## config.mk

```make
export PLATFORM = sky130hd
export DESIGN_NAME = rcu_top
export DESIGN_NICKNAME = d
export VERILOG_FILES = /design/src/logic/rcu_pkg.sv /design/src/logic/rcu_top.sv
export SDC_FILE = /design/constraint.sdc
export NUM_CORES = 1
export LEC_CHECK = 0
export BUFFER_PORTS_ARGS = -buffer_cell sky130_fd_sc_hd__buf_2
export CELL_PAD_IN_SITES_DETAIL_PLACEMENT = 1
export CELL_PAD_IN_SITES_GLOBAL_PLACEMENT = 1
export CORE_UTILIZATION = 38
export CTS_CLUSTER_SIZE = 20
export DETAILED_ROUTE_END_ITERATION = 16
export HOLD_SLACK_MARGIN = 0.06
export PLACE_DENSITY = 0.73
export SKIP_CTS_REPAIR_TIMING = 1
export SLEW_MARGIN = 40
export SYNTH_ARGS = -nofsm -noshare
export SYNTH_HDL_FRONTEND = slang
export SYNTH_SLANG_ARGS = --single-unit
export TNS_END_PERCENT = 1
```

## constraint.sdc

```tcl
create_clock -name pclk -period 5.4 [get_ports pclk]
set_input_delay 0.81 -clock pclk [delete_from_list [all_inputs] [get_ports pclk]]
set_output_delay 0.81 -clock pclk [all_outputs]
set_load 0.05 [all_outputs]
```

## src/logic/rcu_pkg.sv

```systemverilog
// Purpose: Constants for the reset and clock unit
// Assumes: 32-bit APB, pclk at 100 MHz
// Notes:   Offsets are byte addresses
package rcu_pkg;
  // Register byte offsets
  localparam logic [7:0] CTL0_OFS   = 8'h00;
  localparam logic [7:0] CFG0_OFS   = 8'h04;
  localparam logic [7:0] CFG2_OFS   = 8'h08;
  localparam logic [7:0] CTL1_OFS   = 8'h0C;
  localparam logic [7:0] INT_OFS    = 8'h10;
  localparam logic [7:0] BDCTL_OFS  = 8'h14;
  localparam logic [7:0] RSTSCK_OFS = 8'h18;
  // Oscillator index in enable and stable vectors
  localparam int OSC_RC8  = 0;
  localparam int OSC_FX   = 1;
  localparam int OSC_PLL  = 2;
  localparam int OSC_RC28 = 3;
  localparam int OSC_RC48 = 4;
  localparam int OSC_RC40 = 5;
  localparam int OSC_N    = 6;
  // Field positions
  localparam int CTL0_FX_EN  = 16;
  localparam int CTL0_FX_BYP = 18;
  localparam int CTL0_PLL_EN = 24;
  localparam int CTL1_RC48   = 16;
  localparam int CTL1_USBSEL = 18;
  localparam int BD_RESET    = 16;
  // Reset values
  localparam logic [5:0] OSC_EN_RST = 6'h01;
  localparam logic [3:0] SYNC_RST   = 4'h2;
  // System clock sources
  typedef enum logic [1:0] {
    SRC_RC8 = 2'b00,
    SRC_FX  = 2'b01,
    SRC_PLL = 2'b10
  } rcu_src_t;
  // Timing
  localparam int CLK_MHZ    = 100;
  localparam int SYS_RST_US = 20;
  localparam int SYS_RST_CYC_I = SYS_RST_US * CLK_MHZ;
  localparam logic [11:0] SYS_RST_CYC = 12'(SYS_RST_CYC_I);
  localparam int CORE_TICK_TIMER_SHIFT = 3;
  localparam logic [7:0] OSC_STARTUP_DEF = 8'h20;
endpackage

```

## src/logic/rcu_top.sv

```systemverilog
// Purpose: Reset generation and clock control with APB registers
// Assumes: Derived clocks given as pclk-based tick enables
// Notes:   Mux selects drive external clock switches
//
// Implementation choices: register access over APB and the register offsets.
`timescale 1ns/100ps

module rcu_top #(
  parameter logic [7:0] OSC_STARTUP = rcu_pkg::OSC_STARTUP_DEF
) (
  input  wire logic        pclk,            // Bus clock
  input  wire logic        presetn,         // POR/PDR reset, low
  input  wire logic        psel,            // APB select
  input  wire logic        penable,         // APB enable
  input  wire logic        pwrite,          // APB write
  input  wire logic [7:0]  paddr,           // APB byte address
  input  wire logic [31:0] pwdata,          // APB write data
  output logic      [31:0] prdata,          // APB read data
  output logic             pready,          // APB ready
  output logic             pslverr,         // APB error
  input  wire logic        ldo_ready,       // Core supply ready pin
  input  wire logic        external_reset_pin_n, // Reset pin
  input  wire logic        backup_power_on, // Backup POR pin
  input  wire logic        free_watchdog_started, // From RC40 domain
  input  wire logic        standby_exit,    // Leaving standby
  input  wire logic        window_watchdog_reset_n, // Watchdog
  input  wire logic        free_watchdog_reset_n,   // Watchdog
  input  wire logic        core_reset_request, // Core request
  input  wire logic        standby_entry,   // Entering standby
  input  wire logic        deepsleep_entry, // Entering deep-sleep
  input  wire logic        deepsleep_wake,  // Deep-sleep wake-up
  input  wire logic        no_reset_on_standby_option,   // Option
  input  wire logic        no_reset_on_deepsleep_option, // Option
  output logic             power_reset_n,   // Power reset
  output logic             system_reset_n,  // Core, peripherals
  output logic             backup_reset_n,  // Backup domain
  output logic [5:0]       osc_enable,      // Oscillator on
  output logic [5:0]       osc_stable,      // Oscillator stable
  output logic             fast_crystal_bypass, // Pin clock used
  output logic             fast_crystal_gate,   // Crystal released
  output logic             stable_irq,      // Stable interrupt
  output logic [1:0]       system_clock_select, // Active source
  output logic [1:0]       pll_source_select,   // PLL input
  output logic             ahb_tick,        // AHB clock enable
  output logic             apb1_tick,       // APB1 clock enable
  output logic             apb2_tick,       // APB2 clock enable
  output logic             timer1_tick,     // APB1 timers
  output logic             timer2_tick,     // APB2 timers
  output logic             core_tick_timer_tick, // AHB / 8
  output logic             adc_apb_tick,    // APB2 / 2..9
  output logic [1:0]       adc_clock_select,    // ADC source
  output logic [1:0]       serial0_clock_select, // Serial source
  output logic             consumer_control_clock_select, // Link
  output logic [1:0]       rtc_clock_select, // RTC source
  output logic             usb_clock_select  // USB source
);

  if (OSC_STARTUP == 8'h00) begin : g_bad_startup
    $error("OSC_STARTUP must be non-zero");
  end

  //////////////////////////////////////////////////////////////////////
  // Pin synchronisers: change counts when stages 2 and 3 agree
  logic [3:0] pins_in;
  logic [3:0] s1_reg;
  logic [3:0] s2_reg;
  logic [3:0] s3_reg;
  logic [3:0] filt_reg;
  assign pins_in = {free_watchdog_started, backup_power_on,
                    external_reset_pin_n, ldo_ready};

  genvar g;
  generate
    for (g = 0; g < 4; g++) begin : g_sync
      always_ff @(posedge pclk or negedge presetn) begin
        if (!presetn) begin
          s1_reg[g]   <= rcu_pkg::SYNC_RST[g];
          s2_reg[g]   <= rcu_pkg::SYNC_RST[g];
          s3_reg[g]   <= rcu_pkg::SYNC_RST[g];
          filt_reg[g] <= rcu_pkg::SYNC_RST[g];
        end else begin
          s1_reg[g] <= pins_in[g];
          s2_reg[g] <= s1_reg[g];
          s3_reg[g] <= s2_reg[g];
          if (s2_reg[g] == s3_reg[g]) begin
            filt_reg[g] <= s3_reg[g];
          end
        end
      end
    end
  endgenerate

  wire ldo_ok   = filt_reg[0];
  wire pin_rst  = !filt_reg[1];
  wire bkp_por  = filt_reg[2];
  wire fwdg_run = filt_reg[3];

  //////////////////////////////////////////////////////////////////////
  // Resets
  logic        pwr_n_reg;
  logic [11:0] sys_cnt_reg;
  logic [11:0] sys_cnt_next;
  logic        sys_src;

  // outputs reach only core and peripherals
  assign sys_src = !pwr_n_reg || pin_rst
    || !window_watchdog_reset_n || !free_watchdog_reset_n
    || core_reset_request
    || (standby_entry && !no_reset_on_standby_option)
    || (deepsleep_entry && !no_reset_on_deepsleep_option);
  assign sys_cnt_next = sys_src ? rcu_pkg::SYS_RST_CYC :
                        (sys_cnt_reg != 12'h000) ?
                        sys_cnt_reg - 12'h001 : 12'h000;

  always_ff @(posedge pclk or negedge presetn) begin
    if (!presetn) begin
      pwr_n_reg   <= 1'b0;
      sys_cnt_reg <= rcu_pkg::SYS_RST_CYC;
    end else begin
      pwr_n_reg   <= ldo_ok && !standby_exit;
      sys_cnt_reg <= sys_cnt_next;
    end
  end

  assign power_reset_n  = pwr_n_reg;
  assign system_reset_n = (sys_cnt_reg == 12'h000);

  //////////////////////////////////////////////////////////////////////
  // Control registers
  logic [5:0] en_reg;
  logic [5:0] en_next;
  logic [5:0] ie_reg;
  logic       byp_reg;
  logic [1:0] scs_reg;
  logic [1:0] scss_reg;
  logic [1:0] scss_next;
  logic [3:0] ahb_psc_reg;
  logic [2:0] apb1_psc_reg;
  logic [2:0] apb2_psc_reg;
  logic [1:0] pll_src_reg;
  logic [1:0] ser_sel_reg;
  logic       cec_sel_reg;
  logic [1:0] adc_sel_reg;
  logic [2:0] adc_div_reg;
  logic       usb_sel_reg;
  logic [1:0] rtc_sel_reg;
  logic       bkp_bit_reg;
  logic [5:0] stb;
  logic [5:0] eff_en;
  logic [5:0] used;

  wire acc  = psel && penable;
  wire wr   = acc && pwrite;
  wire a_c0 = (paddr == rcu_pkg::CTL0_OFS);
  wire a_f0 = (paddr == rcu_pkg::CFG0_OFS);
  wire a_f2 = (paddr == rcu_pkg::CFG2_OFS);
  wire a_c1 = (paddr == rcu_pkg::CTL1_OFS);
  wire a_in = (paddr == rcu_pkg::INT_OFS);
  wire a_bd = (paddr == rcu_pkg::BDCTL_OFS);
  wire a_rs = (paddr == rcu_pkg::RSTSCK_OFS);
  wire hit  = a_c0 || a_f0 || a_f2 || a_c1 || a_in || a_bd || a_rs;

  // Sources that feed the system clock or the PLL
  assign used[rcu_pkg::OSC_RC8] = (scss_reg == rcu_pkg::SRC_RC8)
    || (en_reg[rcu_pkg::OSC_PLL] && pll_src_reg == 2'b00);
  assign used[rcu_pkg::OSC_FX] = (scss_reg == rcu_pkg::SRC_FX)
    || (en_reg[rcu_pkg::OSC_PLL] && pll_src_reg == 2'b01);
  assign used[rcu_pkg::OSC_PLL] = (scss_reg == rcu_pkg::SRC_PLL);
  assign used[rcu_pkg::OSC_RC28] = 1'b0;
  assign used[rcu_pkg::OSC_RC48] =
    en_reg[rcu_pkg::OSC_PLL] && pll_src_reg == 2'b10;
  assign used[rcu_pkg::OSC_RC40] = 1'b0;

  wire [5:0] wr_en = {pwdata[0], pwdata[rcu_pkg::CTL1_RC48], pwdata[0],
                      pwdata[rcu_pkg::CTL0_PLL_EN],
                      pwdata[rcu_pkg::CTL0_FX_EN], pwdata[0]};
  wire [5:0] wr_sel = {a_rs, a_c1, a_c1, a_c0, a_c0, a_c0};
  wire [5:0] ds_clr = deepsleep_entry ? 6'h06 : 6'h00;

  // Enable writes cannot stop a source in use
  assign en_next = ((wr ? ((en_reg & ~wr_sel) | (wr_en & wr_sel))
                        : en_reg) | (en_reg & used)) & ~ds_clr;

  assign eff_en = en_reg | {fwdg_run, 5'h00};

  // Switch only once the requested source is stable; deep-sleep wake forces RC8 at once
  wire tgt_ok = (scs_reg == rcu_pkg::SRC_RC8) ? stb[rcu_pkg::OSC_RC8] :
                (scs_reg == rcu_pkg::SRC_FX)  ? stb[rcu_pkg::OSC_FX]  :
                (scs_reg == rcu_pkg::SRC_PLL) ? stb[rcu_pkg::OSC_PLL] :
                1'b0;
  assign scss_next = deepsleep_wake ? rcu_pkg::SRC_RC8 :
                     tgt_ok ? scs_reg : scss_reg;

  always_ff @(posedge pclk or negedge presetn) begin
    if (!presetn) begin
      en_reg       <= rcu_pkg::OSC_EN_RST;
      ie_reg       <= 6'h00;
      byp_reg      <= 1'b0;
      scs_reg      <= rcu_pkg::SRC_RC8;
      scss_reg     <= rcu_pkg::SRC_RC8;
      ahb_psc_reg  <= 4'h0;
      apb1_psc_reg <= 3'h0;
      apb2_psc_reg <= 3'h0;
      pll_src_reg  <= 2'h0;
      ser_sel_reg  <= 2'h0;
      cec_sel_reg  <= 1'b0;
      adc_sel_reg  <= 2'h0;
      adc_div_reg  <= 3'h0;
      usb_sel_reg  <= 1'b0;
      rtc_sel_reg  <= 2'h0;
      bkp_bit_reg  <= 1'b0;
    end else begin
      en_reg   <= en_next;
      scss_reg <= scss_next;
      if (deepsleep_wake) begin
        scs_reg <= rcu_pkg::SRC_RC8;
      end else if (wr && a_f0) begin
        scs_reg <= pwdata[1:0];
      end
      if (wr && a_c0 && !en_reg[rcu_pkg::OSC_FX]) begin
        byp_reg <= pwdata[rcu_pkg::CTL0_FX_BYP];
      end
      if (wr && a_f0) begin
        ahb_psc_reg  <= pwdata[7:4];
        apb1_psc_reg <= pwdata[10:8];
        apb2_psc_reg <= pwdata[13:11];
        pll_src_reg  <= pwdata[17:16];
      end
      if (wr && a_f2) begin
        ser_sel_reg <= pwdata[1:0];
        cec_sel_reg <= pwdata[2];
        adc_sel_reg <= pwdata[4:3];
        adc_div_reg <= pwdata[10:8];
      end
      if (wr && a_c1) begin
        usb_sel_reg <= pwdata[rcu_pkg::CTL1_USBSEL];
      end
      if (wr && a_in) begin
        ie_reg <= pwdata[5:0];
      end
      if (wr && a_bd) begin
        rtc_sel_reg <= pwdata[9:8];
        bkp_bit_reg <= pwdata[rcu_pkg::BD_RESET];
      end
    end
  end

  assign backup_reset_n = !(bkp_bit_reg || bkp_por);

  //////////////////////////////////////////////////////////////////////
  // Start-up counters per oscillator
  generate
    for (g = 0; g < rcu_pkg::OSC_N; g++) begin : g_osc
      logic [7:0] cnt_reg;
      logic       stb_reg;
      always_ff @(posedge pclk or negedge presetn) begin
        if (!presetn) begin
          cnt_reg <= 8'h00;
          stb_reg <= 1'b0;
        end else if (!eff_en[g]) begin
          cnt_reg <= 8'h00;
          stb_reg <= 1'b0;
        end else if (cnt_reg == OSC_STARTUP) begin
          stb_reg <= 1'b1;
        end else begin
          cnt_reg <= cnt_reg + 8'h01;
        end
      end
      assign stb[g] = stb_reg;
    end
  endgenerate

  assign osc_enable          = eff_en;
  assign osc_stable          = stb;
  assign fast_crystal_gate   = stb[rcu_pkg::OSC_FX];
  assign fast_crystal_bypass = byp_reg && en_reg[rcu_pkg::OSC_FX];
  assign stable_irq = |(stb & ie_reg);
  assign system_clock_select = scss_reg;
  assign pll_source_select   = pll_src_reg;
  assign adc_clock_select    = adc_sel_reg;
  assign serial0_clock_select = ser_sel_reg;
  assign consumer_control_clock_select = cec_sel_reg;
  assign rtc_clock_select    = rtc_sel_reg;
  assign usb_clock_select    = usb_sel_reg;

  //////////////////////////////////////////////////////////////////////
  // Prescalers as tick enables from one free-running counter
  function automatic logic [3:0] apb_shift(input logic [2:0] code);
    apb_shift = code[2] ? {2'b00, code[1:0]} + 4'h1 : 4'h0;
  endfunction

  function automatic logic [15:0] low_mask(input logic [3:0] sh);
    low_mask = ~(16'hFFFF << sh);
  endfunction

  logic [15:0] div_reg;
  logic [3:0]  adc_cnt_reg;
  wire [3:0] ahb_sh = ahb_psc_reg[3] ? {1'b0, ahb_psc_reg[2:0]} + 4'h1
                                     : 4'h0;
  wire [3:0] p1_sh  = apb_shift(apb1_psc_reg);
  wire [3:0] p2_sh  = apb_shift(apb2_psc_reg);
  wire [3:0] t1_sh  = (p1_sh == 4'h0) ? 4'h0 : p1_sh - 4'h1;
  wire [3:0] t2_sh  = (p2_sh == 4'h0) ? 4'h0 : p2_sh - 4'h1;
  wire [15:0] m_ahb = low_mask(ahb_sh);
  wire [15:0] m_p1  = low_mask(ahb_sh + p1_sh);
  wire [15:0] m_p2  = low_mask(ahb_sh + p2_sh);
  wire [15:0] m_t1  = low_mask(ahb_sh + t1_sh);
  wire [15:0] m_t2  = low_mask(ahb_sh + t2_sh);
  wire [15:0] m_st  = low_mask(ahb_sh + 4'(rcu_pkg::CORE_TICK_TIMER_SHIFT));

  assign ahb_tick  = ((div_reg & m_ahb) == m_ahb);
  assign apb1_tick = ((div_reg & m_p1) == m_p1);
  assign apb2_tick = ((div_reg & m_p2) == m_p2);
  assign timer1_tick = ((div_reg & m_t1) == m_t1);
  assign timer2_tick = ((div_reg & m_t2) == m_t2);
  assign core_tick_timer_tick = ((div_reg & m_st) == m_st);
  // ADC divider: code 0..7 gives 2..9 APB2 ticks
  wire adc_wrap = (adc_cnt_reg == {1'b0, adc_div_reg} + 4'h1);
  assign adc_apb_tick = apb2_tick && adc_wrap;

  always_ff @(posedge pclk or negedge presetn) begin
    if (!presetn) begin
      div_reg      <= 16'h0000;
      adc_cnt_reg  <= 4'h0;
    end else begin
      div_reg <= div_reg + 16'h0001;
      if (apb2_tick) begin
        adc_cnt_reg <= adc_wrap ? 4'h0 : adc_cnt_reg + 4'h1;
      end
    end
  end

  //////////////////////////////////////////////////////////////////////
  // APB read path, zero wait states
  assign pready  = 1'b1;
  assign pslverr = acc && !hit;
  assign prdata =
    !(psel && !pwrite) ? 32'h0000_0000 :
    a_c0 ? {6'h00, stb[2], en_reg[2], 5'h00, byp_reg, stb[1],
            en_reg[1], 14'h0000, stb[0], en_reg[0]} :
    a_f0 ? {14'h0000, pll_src_reg, 2'h0, apb2_psc_reg, apb1_psc_reg,
            ahb_psc_reg, scss_reg, scs_reg} :
    a_f2 ? {21'h000000, adc_div_reg, 3'h0, adc_sel_reg, cec_sel_reg,
            ser_sel_reg} :
    a_c1 ? {13'h0000, usb_sel_reg, stb[4], en_reg[4], 14'h0000,
            stb[3], en_reg[3]} :
    a_in ? {18'h00000, stb, 2'h0, ie_reg} :
    a_bd ? {15'h0000, bkp_bit_reg, 6'h00, rtc_sel_reg, 8'h00} :
    a_rs ? {30'h00000000, stb[5], en_reg[5]} : 32'h0000_0000;
endmodule

```

==> flow_metrics.py <==
metrics = {
    "run_status": {
        "outcome": "finished, final reports clean",
    },
    "layout": {
        "register_area_um2": 3590,
        "multiInputGateArea_um2": 4440,
        "final_common_cell": "dfrtp_1",
        "num-nets-final": 1049,
        "fill_cells": 2502,
        "utilization_pct": 44.5,
        "syn2layout_area_growth_pct": 14.9,
        "final_cell_mix": "132 x dfrtp_1, 99 x buf_2, 79 x nor2_1",
        "drive_gt1_share_pct": 20.9,
        "largest_reg_flops": 48,
        "stdcell_count": 1244,
    },
    "logic_synthesis": {
        "ys_types": 76,
        "netlist_area_um2": 8450,
        "async_flop_share_pct": 100,
        "synthCells": 863,
        "ys_ff_latch": 143,
        "synth_top_cells_by_area": "dfrtp_1 39%, ha_1 5.5%, xnor2_1 4.8%",
        "synth_area_leader_cell": "dfrtp_1",
        "yosys_warnings": 0,
        "ys_seq_area_share_pct": 42.5,
        "synth_flop_cell": "dfrtp_1",
        "synth_enable_flop_cells": 0,
        "synth_top_area_share_pct": 39.1,
        "syn_area_per_cell_um2": 9.79,
    },
    "detailed_routing": {
        "drt-initial-drc-count": 427,
        "firstDrtPassIters": 4,
        "drc": 0,
        "routed_wl_um": 23200,
        "wl_per_cell_um": 18.6,
        "vias_per_cell": 5.41,
        "via_count": 6725,
        "postRouteAntennaNets": 0,
    },
    "sta": {
        "worst_pin_slew_ps": 687,
        "finalMaxSlewViolations": 0,
        "fin_crit_ps": 4740,
        "min_period_over_period_pct": 87.7,
        "skew_ps": 11.9,
        "setup_viol_count_final": 0,
        "max_clock_freq_ghz": 0.211,
        "hold_viol": 0,
        "max_slew_margin_pct": 54.0,
        "tns_ps": 0,
        "rsz0062_at_grt": "no",
        "finalWorstSetupSlack_ps": 663,
    },
    "hold_path": {
        "hp-class": "in -> async",
    },
    "critical_path": {
        "worstPathArrival_ps": 3930,
        "worstPathRequired_ps": 4590,
        "endpoint_kind": "primary output",
        "reg2reg_slack_ps": 1850,
        "crit_path_max_fanout": 12,
        "regToRegStartpoint": "ahb_psc_reg[3]$_DFFE_PN0P_",
        "reg2regPathDepth": 8,
        "critPathKind": "reg -> out",
        "start_kind": "flop",
        "worstReg2RegEnd": "adc_cnt_reg[0]$_DFFE_PN0N_",
    },
    "cts": {
        "root_buffer": "clkbuf_16",
        "h-tree-depth": 4,
        "path_clk_slew_ps": 70,
        "cts_tree": "built",
        "clk_latency_ps": 440,
        "cts_buffers": 17,
        "clock-sinks": 143,
        "clock_path_buffers": 2,
    },
    "die": {
        "rows": 54,
        "io-pin-count": 129,
        "die_area_um2": 22800,
        "start_util_pct": 38.7,
        "die_w_um": 151,
        "core_area_um2": 21800,
        "fp.dieH_um": 151,
    },
    "placement": {
        "hpwl_um": 17000,
        "place_ws_ps": 1150,
        "place.gp.congestion": 0.838,
        "dp_cells": 1210,
        "portBuffers": 100,
    },
    "power_and_ir_drop": {
        "power_density_nw_per_um2": 263,
        "peakVddDrop_mv": 0.218,
        "power_uw": 2550,
        "leakage_uw": 0.00451,
    },
    "global_route": {
        "grt_pass1_wl_um": 37800,
        "grt_pass1_vias": 7072,
        "gr-total-overflow": 0,
        "grt_start_max_net_pins": 107,
        "gr-usage-all-layers_pct": 21.8,
        "antenna_found_initial": 2,
    },
    "run": {
        "cap_violations": 0,
    },
}
==> layer usage <==
layer / global-route usage (%) / vias up / wire (um)
li1: - / 3164 / -
met1: 27.8 / 3413 / 10500
met2: 36.1 / 114 / 11300
met3: 5.15 / 34 / 835
met4: 7.60 / 0 / 539
met5: 0 / - / 0
==> synth_stat cells, types with 9 or more instances <==
library cell,instances
dfrtp_1,132
nor2_1,79
nand2_1,56
xnor2_1,46
inv_1,41
nand3_1,40
a21oi_1,37
ha_1,37
o21ai_0,37
mux2_2,33
and2_1,28
buf_4,27
xor2_1,26
nor2b_1,24
and3_1,18
clkbuf_1,13
a22oi_1,12
dfstp_2,11
mux2i_1,10
buf_2,9
o22ai_1,9
==> worst max path at each step <==
stage	end	start	cells past startpoint	slack, ps
5_1_grt	adc_apb_tick	ahb_psc_reg[3]$_DFFE_PN0P_	9	400
2_1_floorplan	timer1_tick	apb1_psc_reg[0]$_DFFE_PN0P_	10	1160
3_5_place_dp	adc_apb_tick	ahb_psc_reg[3]$_DFFE_PN0P_	9	1150
4_1_cts	apb1_tick	ahb_psc_reg[3]$_DFFE_PN0P_	11	660
3_3_place_gp	adc_apb_tick	ahb_psc_reg[3]$_DFFE_PN0P_	9	1200
6_report	adc_apb_tick	ahb_psc_reg[3]$_DFFE_PN0P_	9	660
==> worst max-delay path, stage by stage, from the launching register on <==
cell     delay (ps)
dfrtp_1         590
nor2b_1         620
ha_1            310
fa_1            500
maj3_1          370
o21ai_0         160
a32oi_1         190
or2_1           360
nor2_1          130
buf_2           270
==> power by group <==
group / internal [uW] / switching, uW / leakage, uW
registers: 1100 / 31.3 / 0.00190
logic: 76.9 / 169 / 0.00233
clock network: 646 / 523 / 0.000284
total: 1830 / 723 / 0.00451
==> cells by family after synthesis <==
| group | after synthesis | synth area share [%] |
|---|---|---|
| flops | 143 | 42.5 |
| buf+inv | 92 | 5.51 |
| fa+ha+maj | 47 | 7.14 |
| simple gates | 305 | 19.0 |
| xor+xnor | 73 | 7.66 |
| compound gates | 156 | 12.2 |
| other cells | 2 | 0.0889 |
| mux | 45 | 5.90 |
==> layout make-up <==
cell class                 count  share of cell area [%]
inverter                      42                    1.62
sequential                   143                    37.0
clock inverter                12                    1.24
tap                          280                    3.61
clock buffer                  20                    4.81
timing repair buffer         106                    5.93
antenna                        1                  0.0258
multi-input combinational    640                    45.7
==> metrics by stage <==
| step | hold WS (ps) | cell area [um^2] |
|---|---|---|
| after detailed placement | 336 | 9080 |
| final | 271 | 9700 |
| after floorplan | 331 | 8490 |
| after CTS | 350 | 9670 |
| after global placement | 333 | 9060 |
| after global routing | 282 | 9700 |
Note: power is estimated with default switching activity, not from simulation.
